===== src/common/iomb_defines.vh =====
// Operation
// - Increments add one to 7-bit addressed register.
// - Skip increment zero result squashes next instruction.
// - Destination bit 0 accumulator, 1 register.
// - Branch loads immediate plus page latch bits.
// - Branch takes two cycles, flags unchanged.
// - OR literal into accumulator, update zero.
// - OR accumulator with register, update zero.
// - Move register to destination, update zero.
`ifndef IOMB_DEFINES_VH
`define IOMB_DEFINES_VH

// ----------------------------------------------------------------
// Fourteen-bit opcode fields.
// ----------------------------------------------------------------
`define IOMB_OP_W 14
`define IOMB_TARGET_W 13
`define IOMB_FA_W 7
`define IOMB_DEST_BIT 7
`define IOMB_LIT_MSB 7
`define IOMB_BR_MSB 10
`define IOMB_PAGE_LO 3
`define IOMB_PAGE_HI 4

// Opcode match patterns, masked.
`define IOMB_BYTE_MASK 14'h3F00
`define IOMB_INCSKIP_PAT 14'h0F00
`define IOMB_INC_PAT 14'h0A00
`define IOMB_ORF_PAT 14'h0400
`define IOMB_MOVE_PAT 14'h0800
`define IOMB_IORL_MASK 14'h3F00
`define IOMB_IORL_PAT 14'h3800
`define IOMB_BR_MASK 14'h3800
`define IOMB_BR_PAT 14'h2800

// Decoded operation codes.
`define IOMB_K_NONE 3'h0
`define IOMB_K_INCSKIP 3'h1
`define IOMB_K_INC 3'h2
`define IOMB_K_IORL 3'h3
`define IOMB_K_IORF 3'h4
`define IOMB_K_MOVE 3'h5
`define IOMB_K_BRANCH 3'h6

`define IOMB_ACC_RST 8'h00
`define IOMB_TARGET_RST 13'h0000
`define IOMB_FA_RST 7'h00
`define IOMB_ZERO_FLAG_RST 1'b0
`define IOMB_ZERO_BYTE 8'h00
`define IOMB_ONE_BYTE 8'h01

`endif


===== src/design/iomb_decode.v =====
`timescale 1ns/1ps
`include "iomb_defines.vh"

module iomb_decode (
  input wire [13:0] opcode,
  output reg [2:0] kind
);

  // ----------------------------------------------------------------
  // Pattern match of the supported opcodes.
  // ----------------------------------------------------------------
  always @* begin
    kind = `IOMB_K_NONE;
    if ((opcode & `IOMB_BYTE_MASK) == `IOMB_INCSKIP_PAT) begin
      kind = `IOMB_K_INCSKIP;
    end else if ((opcode & `IOMB_BYTE_MASK) == `IOMB_INC_PAT) begin
      kind = `IOMB_K_INC;
    end else if ((opcode & `IOMB_BYTE_MASK) == `IOMB_ORF_PAT) begin
      kind = `IOMB_K_IORF;
    end else if ((opcode & `IOMB_BYTE_MASK) == `IOMB_MOVE_PAT) begin
      kind = `IOMB_K_MOVE;
    end else if ((opcode & `IOMB_IORL_MASK) == `IOMB_IORL_PAT) begin
      kind = `IOMB_K_IORL;
    end else if ((opcode & `IOMB_BR_MASK) == `IOMB_BR_PAT) begin
      kind = `IOMB_K_BRANCH;
    end
  end

endmodule


===== src/design/iomb_exec.v =====
`timescale 1ns/1ps
`include "iomb_defines.vh"

module iomb_exec (
  input wire clk,
  input wire rst,
  input wire instr_valid,
  input wire [13:0] instr,
  input wire [7:0] file_rdata,
  input wire [7:0] upper_page_latch,
  output reg [6:0] file_addr_r,
  output reg [7:0] file_wdata_r,
  output reg file_we_r,
  output reg [7:0] acc_r,
  output reg zero_flag_r,
  output reg [12:0] program_counter_r,
  output reg branch_load_r,
  output reg squash_r,
  output reg busy_r
);

  // ----------------------------------------------------------------
  // Decode and operand extraction.
  // ----------------------------------------------------------------
  wire [2:0] kind;
  wire [6:0] faddr;
  wire dest;
  wire [7:0] lit;
  wire [10:0] br_imm;
  reg [7:0] result;
  reg upd_zero;
  reg to_file;
  reg to_acc;

  iomb_decode u_dec (
    .opcode(instr),
    .kind(kind)
  );

  // The address is 7 bits wide, so registers 0 through 127 are reached.
  assign faddr = instr[`IOMB_FA_W-1:0];
  assign dest = instr[`IOMB_DEST_BIT];
  assign lit = instr[`IOMB_LIT_MSB:0];
  assign br_imm = instr[`IOMB_BR_MSB:0];

  // ----------------------------------------------------------------
  // Result path and destination select.
  // ----------------------------------------------------------------
  // The file register data is expected valid in the same cycle as the
  // instruction; the fetch stage presents the address ahead of time.
  always @* begin
    result = `IOMB_ZERO_BYTE;
    upd_zero = 1'b0;
    to_file = 1'b0;
    to_acc = 1'b0;
    case (kind)
      `IOMB_K_INCSKIP: begin
        result = file_rdata + `IOMB_ONE_BYTE;
        to_file = dest;
        to_acc = ~dest;
      end
      `IOMB_K_INC: begin
        result = file_rdata + `IOMB_ONE_BYTE;
        upd_zero = 1'b1;
        to_file = dest;
        to_acc = ~dest;
      end
      `IOMB_K_IORL: begin
        result = acc_r | lit;
        upd_zero = 1'b1;
        to_acc = 1'b1;
      end
      `IOMB_K_IORF: begin
        result = acc_r | file_rdata;
        upd_zero = 1'b1;
        to_file = dest;
        to_acc = ~dest;
      end
      `IOMB_K_MOVE: begin
        // With dest set this rewrites the register unchanged, a zero test.
        result = file_rdata;
        upd_zero = 1'b1;
        to_file = dest;
        to_acc = ~dest;
      end
      default: begin
        result = `IOMB_ZERO_BYTE;
      end
    endcase
  end

  // ----------------------------------------------------------------
  // Issue control.
  // ----------------------------------------------------------------
  // A slot is taken only when the previous instruction has not claimed
  // it. The claimed slot is the no-operation of a taken skip or the
  // second cycle of a branch; its opcode is dropped unseen.
  wire exec_en;
  wire shadow_hit;
  wire result_zero;
  wire skip_taken;
  wire branch_taken;

  assign exec_en = instr_valid & ~busy_r;
  assign shadow_hit = instr_valid & busy_r;
  // One zero test of the 8-bit result serves every flag update.
  assign result_zero = (result == `IOMB_ZERO_BYTE);
  // Only the skipping increment may squash, and only on a wrap to zero.
  assign skip_taken = exec_en & (kind == `IOMB_K_INCSKIP) &
    result_zero;
  assign branch_taken = exec_en & (kind == `IOMB_K_BRANCH);

  // ----------------------------------------------------------------
  // Slot sequencing.
  // ----------------------------------------------------------------
  // Two states: run executes the offered slot, shadow spends the one
  // slot that a taken skip or a branch claims. The state register is the
  // busy output itself, so the fetch stage sees it with no extra delay.
  localparam SLOT_RUN = 1'b0;
  localparam SLOT_SHADOW = 1'b1;

  reg busy_nxt;

  always @* begin
    busy_nxt = busy_r;
    case (busy_r)
      SLOT_RUN: begin
        if (skip_taken || branch_taken) begin
          busy_nxt = SLOT_SHADOW;
        end
      end
      SLOT_SHADOW: begin
        // An empty cycle keeps waiting; the next valid slot is the one
        // that is consumed, whatever it holds.
        if (shadow_hit) begin
          busy_nxt = SLOT_RUN;
        end
      end
      default: begin
        busy_nxt = SLOT_RUN;
      end
    endcase
  end

  // ----------------------------------------------------------------
  // Next values of the datapath outputs.
  // ----------------------------------------------------------------
  // Strobes default low so that each lasts exactly one cycle; the held
  // values keep their contents until the next executed slot.
  reg [6:0] file_addr_nxt;
  reg [7:0] file_wdata_nxt;
  reg file_we_nxt;
  reg [7:0] acc_nxt;
  reg zero_flag_nxt;
  reg [12:0] program_counter_nxt;
  reg branch_load_nxt;
  reg squash_nxt;

  always @* begin
    file_addr_nxt = file_addr_r;
    file_wdata_nxt = file_wdata_r;
    file_we_nxt = 1'b0;
    acc_nxt = acc_r;
    zero_flag_nxt = zero_flag_r;
    program_counter_nxt = program_counter_r;
    branch_load_nxt = 1'b0;
    squash_nxt = 1'b0;
    // Address and data follow every executed slot, even one that does
    // not write; only the strobe qualifies them.
    if (exec_en) begin
      file_addr_nxt = faddr;
      file_wdata_nxt = result;
      file_we_nxt = to_file;
      if (to_acc) begin
        acc_nxt = result;
      end
      if (upd_zero) begin
        zero_flag_nxt = result_zero;
      end
    end
    // A skip that wraps keeps the status bits; the result still lands.
    if (skip_taken) begin
      squash_nxt = 1'b1;
    end
    if (branch_taken) begin
      // Flags and the accumulator are left alone; the counter is loaded.
      program_counter_nxt = {upper_page_latch[`IOMB_PAGE_HI:
        `IOMB_PAGE_LO], br_imm};
      branch_load_nxt = 1'b1;
    end
  end

  // ----------------------------------------------------------------
  // Registers.
  // ----------------------------------------------------------------
  // Every output is a flip-flop. The write lands one cycle after the
  // instruction, so the datapath has to forward a pending write to a
  // read of the same register in the next slot.
  // Reset clears every strobe, so nothing is written before a slot.
  always @(posedge clk or posedge rst) begin
    if (rst) begin
      file_addr_r <= `IOMB_FA_RST;
      file_wdata_r <= `IOMB_ZERO_BYTE;
      file_we_r <= 1'b0;
      acc_r <= `IOMB_ACC_RST;
      zero_flag_r <= `IOMB_ZERO_FLAG_RST;
      program_counter_r <= `IOMB_TARGET_RST;
      branch_load_r <= 1'b0;
      squash_r <= 1'b0;
      busy_r <= SLOT_RUN;
    end else begin
      file_addr_r <= file_addr_nxt;
      file_wdata_r <= file_wdata_nxt;
      file_we_r <= file_we_nxt;
      acc_r <= acc_nxt;
      zero_flag_r <= zero_flag_nxt;
      program_counter_r <= program_counter_nxt;
      branch_load_r <= branch_load_nxt;
      squash_r <= squash_nxt;
      busy_r <= busy_nxt;
    end
  end

endmodule


===== config.mk =====
export PLATFORM = sky130hd
export DESIGN_NAME = iomb_exec
export DESIGN_NICKNAME = d
export VERILOG_FILES = /design/src/design/iomb_decode.v /design/src/design/iomb_exec.v
export VERILOG_INCLUDE_DIRS = /design/src /design/src/common
export SDC_FILE = /design/constraint.sdc
export NUM_CORES = 1
export LEC_CHECK = 0
export ABC_AREA = 1
export BUFFER_PORTS_ARGS = -buffer_cell sky130_fd_sc_hd__buf_4
export CORE_MARGIN = 4
export CORE_UTILIZATION = 45
export CTS_CLUSTER_DIAMETER = 150
export DETAILED_ROUTE_END_ITERATION = 6
export PLACE_DENSITY = 0.71
export SYNTH_ARGS = -nofsm -noshare
export SYNTH_HDL_FRONTEND = slang
export SYNTH_HIERARCHICAL = 1
export SYNTH_SLANG_ARGS = --single-unit

===== constraint.sdc =====
create_clock -name clk -period 1.3 [get_ports clk]
set_input_delay 0.39 -clock clk [delete_from_list [all_inputs] [get_ports clk]]
set_output_delay 0.39 -clock clk [all_outputs]
set_load 0.005 [all_outputs]

### Word level (Yosys, flattened, before mapping)

Cells that the tools add are included.

| storage, ports and cells | value |
|---|---|
| input bits | 33 |
| word-level logic and storage cells | 54 |
| output and inout port bits | 41 |
| register bits after elaboration | 41 |

| cells by class | value |
|---|---|
| reductions and logical operators | 7 |
| equality and inequality tests | 12 |
| muxes and demuxes | 16 |
| bitwise gates (word level) | 9 |
| $add $sub $neg | 1 |

Operator list:

| operator | number |
|---|---|
| one-hot mux 8 bit (4 select lines) | 1 |
| equality test 6 x 4 -> 1 bit (second input constant) | 3 |
| 2-to-1 mux 3 bit | 6 |
| OR 8 bit | 2 |
| equality test 3 bit (second input constant) | 4 |
| adder 8 x 1 -> 8 bit (second input constant) | 1 |
| zero test 8 bit | 1 |
| OR reduction 4 bit | 2 |
| 2-to-1 mux 1 bit | 7 |
| equality test 3 x 2 -> 1 bit (second input constant) | 2 |
| equality test 6 x 3 -> 1 bit (second input constant) | 1 |
| equality test 6 bit (second input constant) | 1 |
| bitwise AND 1 bit | 5 |
| one-hot mux 1 bit (2 select lines) | 2 |
| AND reduction 2 bit | 2 |
| equality test 3 x 1 -> 1 bit (second input constant) | 1 |
| inverter 1 bit | 2 |
| OR reduction 2 bit | 1 |
| logical OR 1 bit | 1 |

### Longest topological paths before layout

| logic depth | value |
|---|---|
| word-level depth | 15 |
| gate-level depth with buffers | 16 |
| mapped depth without buffers | 16 |

### Cells and area by module

Netlist, hierarchy kept.

Modules (own cells, without submodules):

| module | times used | sequential area each (um^2) | area each (um^2) | cells an instance |
|---|---|---|---|---|
| iomb_exec | 1 | 1,026.0 | 2,123.3 | 267 |
| iomb_decode | 1 | 0.0 | 107.6 | 23 |

### Least setup slack after synthesis

No wires, ideal clock.

| timing path | value |
|---|---|
| kind | input to register |
| start | input port instr[12] |
| end | register acc_r[0] |
| slack | -0.513 ns |
| library setup time | 0.122 ns |
| path buffers | 1 |
| data arrival time | 1.690 ns |
| stages | 15 |
| cell sequence | nand2_1 -> inv_2 -> nand3_1 -> nand3_1 -> inv_2 -> nand3_2 -> nand2_4 -> inv_1 -> o21ai_1 -> nand2_1 -> nand2_2 -> nand2_4 -> buf_6 -> nand2_1 -> o21ai_1 |

| on the way | value |
|---|---|
| cells in the longest elaborated chain, start to end | 11 |
| elaborated cells on any way between the ends | 22 |
| classes of those cells | eq/ne: 11; mux: 8; reduce/logical: 3 |

Ends and longest elaborated chain:

| item | line | RTL |
|---|---|---|
| from (decl) | iomb_exec.v:8 | `input wire [13:0] instr,` |
| equality test 3 bit (no line) | n/a |  |
| 2-to-1 mux 3 bit | iomb_decode.v:24 | `` end else if ((opcode & `IOMB_BR_MASK) == `IOMB_BR_PAT) begin `` |
| 2-to-1 mux 3 bit | iomb_decode.v:22 | `` end else if ((opcode & `IOMB_IORL_MASK) == `IOMB_IORL_PAT) begin `` |
| 2-to-1 mux 3 bit | iomb_decode.v:20 | `` end else if ((opcode & `IOMB_BYTE_MASK) == `IOMB_MOVE_PAT) begin `` |
| 2-to-1 mux 3 bit | iomb_decode.v:18 | `` end else if ((opcode & `IOMB_BYTE_MASK) == `IOMB_ORF_PAT) begin `` |
| 2-to-1 mux 3 bit | iomb_decode.v:16 | `` end else if ((opcode & `IOMB_BYTE_MASK) == `IOMB_INC_PAT) begin `` |
| 2-to-1 mux 3 bit * | iomb_decode.v:14 | `` if ((opcode & `IOMB_BYTE_MASK) == `IOMB_INCSKIP_PAT) begin `` |
| net kind[1] | iomb_exec.v:25 | `wire [2:0] kind;` |
| equality test 3 x 1 -> 1 bit, or another cell as far along | iomb_exec.v:56 | `case (kind)` |
| OR reduction 4 bit (no line) | n/a |  |
| one-hot mux 1 bit (2 select lines) | iomb_exec.v:56 |  |
| AND reduction 2 bit (no line) | n/a |  |
| to (signal assigned) | iomb_exec.v:205 | `` acc_r <= `IOMB_ACC_RST; `` |
| to (signal assigned) | iomb_exec.v:215 | `acc_r <= acc_nxt;` |
| to (decl) | iomb_exec.v:14 | `output reg [7:0] acc_r,` |

Mark *: on every way through the listed nets, which the timed path passes. The rest lies on a longest branch.
A chain may end at the register's enable or synchronous reset.

### Worst setup path after layout

| timing path | value |
|---|---|
| start | input port instr[9] |
| end | register busy_r |

| on the way | value |
|---|---|
| cells in the longest elaborated chain, start to end | 14 |
| elaborated cells on any way between the ends | 25 |
| classes of those cells | eq/ne: 11; mux: 8; bitwise: 3; reduce/logical: 3 |

Ends and longest elaborated chain:

| item | line | RTL |
|---|---|---|
| equality test 6 bit (no line) | n/a |  |
| 2-to-1 mux 3 bit | iomb_decode.v:22 |  |
| 2-to-1 mux 3 bit | iomb_decode.v:20 |  |
| 2-to-1 mux 3 bit | iomb_decode.v:18 |  |
| 2-to-1 mux 3 bit | iomb_decode.v:16 |  |
| 2-to-1 mux 3 bit * | iomb_decode.v:14 |  |
| net kind[2] | iomb_exec.v:25 |  |
| equality test 3 x 1 -> 1 bit / equality test 3 x 2 -> 1 bit (equally long branches) | iomb_exec.v:56 |  |
| OR reduction 2 bit (no line) | n/a |  |
| one-hot mux 8 bit (4 select lines) | iomb_exec.v:56 |  |
| zero test 8 bit (no line) | n/a |  |
| bitwise AND 1 bit | iomb_exec.v:109 | `` assign skip_taken = exec_en & (kind == `IOMB_K_INCSKIP) & `` |
| logical OR 1 bit * | iomb_exec.v:128 | `if (skip_taken \|\| branch_taken) begin` |
| 2-to-1 mux 1 bit * | iomb_exec.v:128 |  |
| one-hot mux 1 bit (2 select lines) * | iomb_exec.v:126 | `case (busy_r)` |
| net busy_nxt | iomb_exec.v:122 | `reg busy_nxt;` |
| to (signal assigned) | iomb_exec.v:220 | `busy_r <= busy_nxt;` |
| to (decl) | iomb_exec.v:19 | `output reg busy_r` |

Marks and branches as above.

==> impl_metrics.ini <==
[pwr]
powerDensity_nw_per_um2 = 1050
power.share.combinational_pct = 32.8
swShare_pct = 30.8
p_seq_share_pct = 41.6
clkPwrFrac_pct = 25.5
ir_drop_uv = 644
intPower_w = 0.00269
switching_power_w = 0.00120
p_total_w = 0.00388
p_leak_nw = 1.91

[finish]
drive_above_1_share_pct = 53.5
fill_cells = 337
layout.nets = 436
fin_util_pct = 77.5
register_area_um2 = 1030
multi_input_area_um2 = 1350
insertedDiodeCount = 0
area_growth_pct = 65.1
instances_no_fill = 469

[synthesis]
synth_area_per_cell_um2 = 7.69
yosysSeqAreaShare_pct = 46.0
synth_simple_gate_area_share_pct = 34.8
synthTopCellsByCount = 109 x nand2_1, 41 x dfrtp_1, 32 x inv_1, 16 x nor2_1, 16 x o21ai_0
synth-xor-area-share_pct = 0.393
synth_edf_count = 0
synth_mux_area_share_pct = 0
yosys.area.top_type_share_pct = 46.0
syn-num-nets = 324
yosysWarnings = 6
synth_top_family_by_area = simple AND/OR/NAND/NOR gates
synthFlopType = dfrtp_1
synth.cell_area_um2 = 2230
yosys-top-cells-area = dfrtp_1 46%, nand2_1 18%, inv_1 5.4%
syn-instance-count = 290
synth_compound_area_share_pct = 10.2
yosysUniqueCellTypes = 24
async_flop_share_pct = 100
yosysMostFrequentCell = nand2_1
synth_fa_ha_area_share_pct = 0.561
ys_ff_latch = 41
synth_top_area_cell = dfrtp_1

[worst_setup_path]
rrSetupSlack_ns = -0.02
endpoint_kind = flip-flop
arrival_ns = 1.92
r2r-start = busy_r$_DFF_PP0_
cpLargestDelayFamily = simple AND/OR/NAND/NOR gates
cp-start-kind = input pin
critPathMaxStageDelay_ns = 0.18
r2r_end = program_counter_r[9]$_DFFE_PP0P_
rr_worst_depth = 6
cp.required_ns = 1.54
worstSetupPathType = in -> reg
crit_fanout = 8
cp_num_buf_inv = 2
path_cells = buf_8, nor2_4, nand3_2, nand3_4, inv_6, nand3_4, nand2_4, nand2_1, nand2_2, a21oi_2, nand2_2, nor2_2, nand3_2, nand2_1
cpMaxStageDelayCell = nand3_4

[floorplan]
die_y_um = 78.4
ios = 74
core_area_um2 = 4750
die_w_um = 78.4
dieArea_um2 = 6150
start_util_pct = 46.9
rows = 25

[clocking]
cts_tree = yes
cts.path.max_buffers = 2
cts_num_sinks = 41
clock_latency_ns = 0.29
cts_root_buffer = clkbuf_8
holdBufCountCts = 0
clk_pin_slew_worst_paths_ns = 0.08
cts_buffers = 5
cts.htree.levels = 2

[timing]
slew_violations = 0
period_minus_slack_ns = 1.68
fmax_mhz = 596
setup-tns-final_ns = -10.59
setup_ws_ns = -0.379
rsz0062_at_grt = yes
finalSetupViolCount = 35
hold_violations = 0
slew_headroom_pct = 80.9
finalCritPeriodShare_pct = 129
max_slew.worst_pin.slew_ns = 0.284
clock_skew_ns = 0.00203
timing.hold.ws_ns = 0.133

[grt]
grtUsageMet3_pct = 3.67
track_usage_pct = 21.1
grt.busiest_layer = met2
grt_first_pass_wirelength_mm = 10.3
grt_pass1_vias = 2232
grt_max_degree = 42
grt-ovfl-total = 0
use_met1_pct = 26.4
use_met2_pct = 36.8
grt_antenna_before_repair = 0

[status]
status = complete, but fails checks
violations = setup timing

[placement]
placed_cells = 452
gp_congestion = 0.832
port_buffers = 67
hpwl_mm = 4.38

[drt]
routed_via_density = 4.85
vias = 2275
ant_nets = 0
first_iter_violations = 100
drt-pass1-iter-count = 4
wl_per_cell_um = 13.7
drt_wl_total_mm = 6.40
drcViolationCount = 0

[job]
maxCapViolations = 0

[min_path]
holdCritPathClass = in -> async
-- worst register-to-register path: stages (launching register included) --
cell      delay (ns)
dfrtp_1         0.42
nor2_4          0.12
inv_1           0.08
nor4_4          0.21
bufinv_8        0.27
nand2_1         0.06
nand2_1         0.05
-- cell families (layout without fill, tap and decap cells) --
kind of cell | Yosys count | after routing
adders and majority gates | 1 | 1
AOI/OAI and AO/OA | 39 | 39
xor gates and xnor gates | 1 | 1
and+or+nand+nor | 163 | 165
DFF | 41 | 41
buffers and inverters | 45 | 155
-- power groups by stage --
stage / Sequential, W / Combinational (W) / Clock, W
final: 0.00162 / 0.00127 / 0.000991
after global routing: 0.00164 / 0.00139 / 0.00104
after CTS: 0.00160 / 0.00121 / 0.000990
after detailed placement: 0.00162 / 0.00111 / 0
after global placement: 0.00162 / 0.00108 / 0
after floorplan: 0.00162 / 0.000493 / 0
-- per-layer routing --
layer / wire length (um) / vias up
met5: 0 / -
met4: 80 / 0
met3: 295 / 11
met2: 3330 / 55
met1: 2700 / 1080
li1: - / 1129
-- layout make-up --
type,count,area share (%)
sequential,41,27.9
inverter,39,5.33
timing repair buffer,107,24.5
timing repair inverter,2,0.543
clock inverter,2,0.951
tap,67,2.28
multi-input combinational,206,36.7
clock buffer,5,1.87
-- stage by stage --
stage | area (um2) | setup slack, ns
5_1_grt | 3680 | -0.507
4_1_cts | 3550 | -0.361
2_1_floorplan | 2390 | -0.405
3_5_place_dp | 3220 | -0.694
6_report | 3680 | -0.379
3_3_place_gp | 3220 | -0.673
-- how the worst max path moves through the flow --
stage | startpoint | to | slack [ns] | cells after the start
2_1_floorplan | instr[11] | acc_r[0]$_DFFE_PP0P_ | -0.40 | 15
3_3_place_gp | instr[9] | squash_r$_DFF_PP0_ | -0.67 | 14
3_5_place_dp | instr[11] | squash_r$_DFF_PP0_ | -0.69 | 15
4_1_cts | instr[11] | busy_r$_DFF_PP0_ | -0.36 | 16
5_1_grt | instr[9] | busy_r$_DFF_PP0_ | -0.51 | 14
6_report | instr[9] | busy_r$_DFF_PP0_ | -0.38 | 14
-- flip-flops by register name (all words and copies together) (netlist names) --
register and count:
file_wdata_r 8, squash_r 1, branch_load_r 1, acc_r 8, zero_flag_r 1, file_we_r 1, busy_r 1, file_addr_r 7
program_counter_r 13
-- timing repair --
action / CTS / global route
cloned: 3 / 1
setup buffers: 3 / 4
gates resized for setup: 50 / 30
hold endpoints to repair: 0 / 0
endpoints found under the setup margin: 34 / 37
pin swaps: 31 / 27
-- placed cells by master (no fill, tap or decap), types with 9 or more instances in the layout --
cell type	n
buf_4	90
buf_6	12
dfrtp_1	40
inv_1	28
nand2_1	80
nand2_2	29
nand3_4	9
nor2_1	14
nor2_4	10
o21ai_1	9
o21ai_2	15
Note: power is estimated with default switching activity, not from simulation.
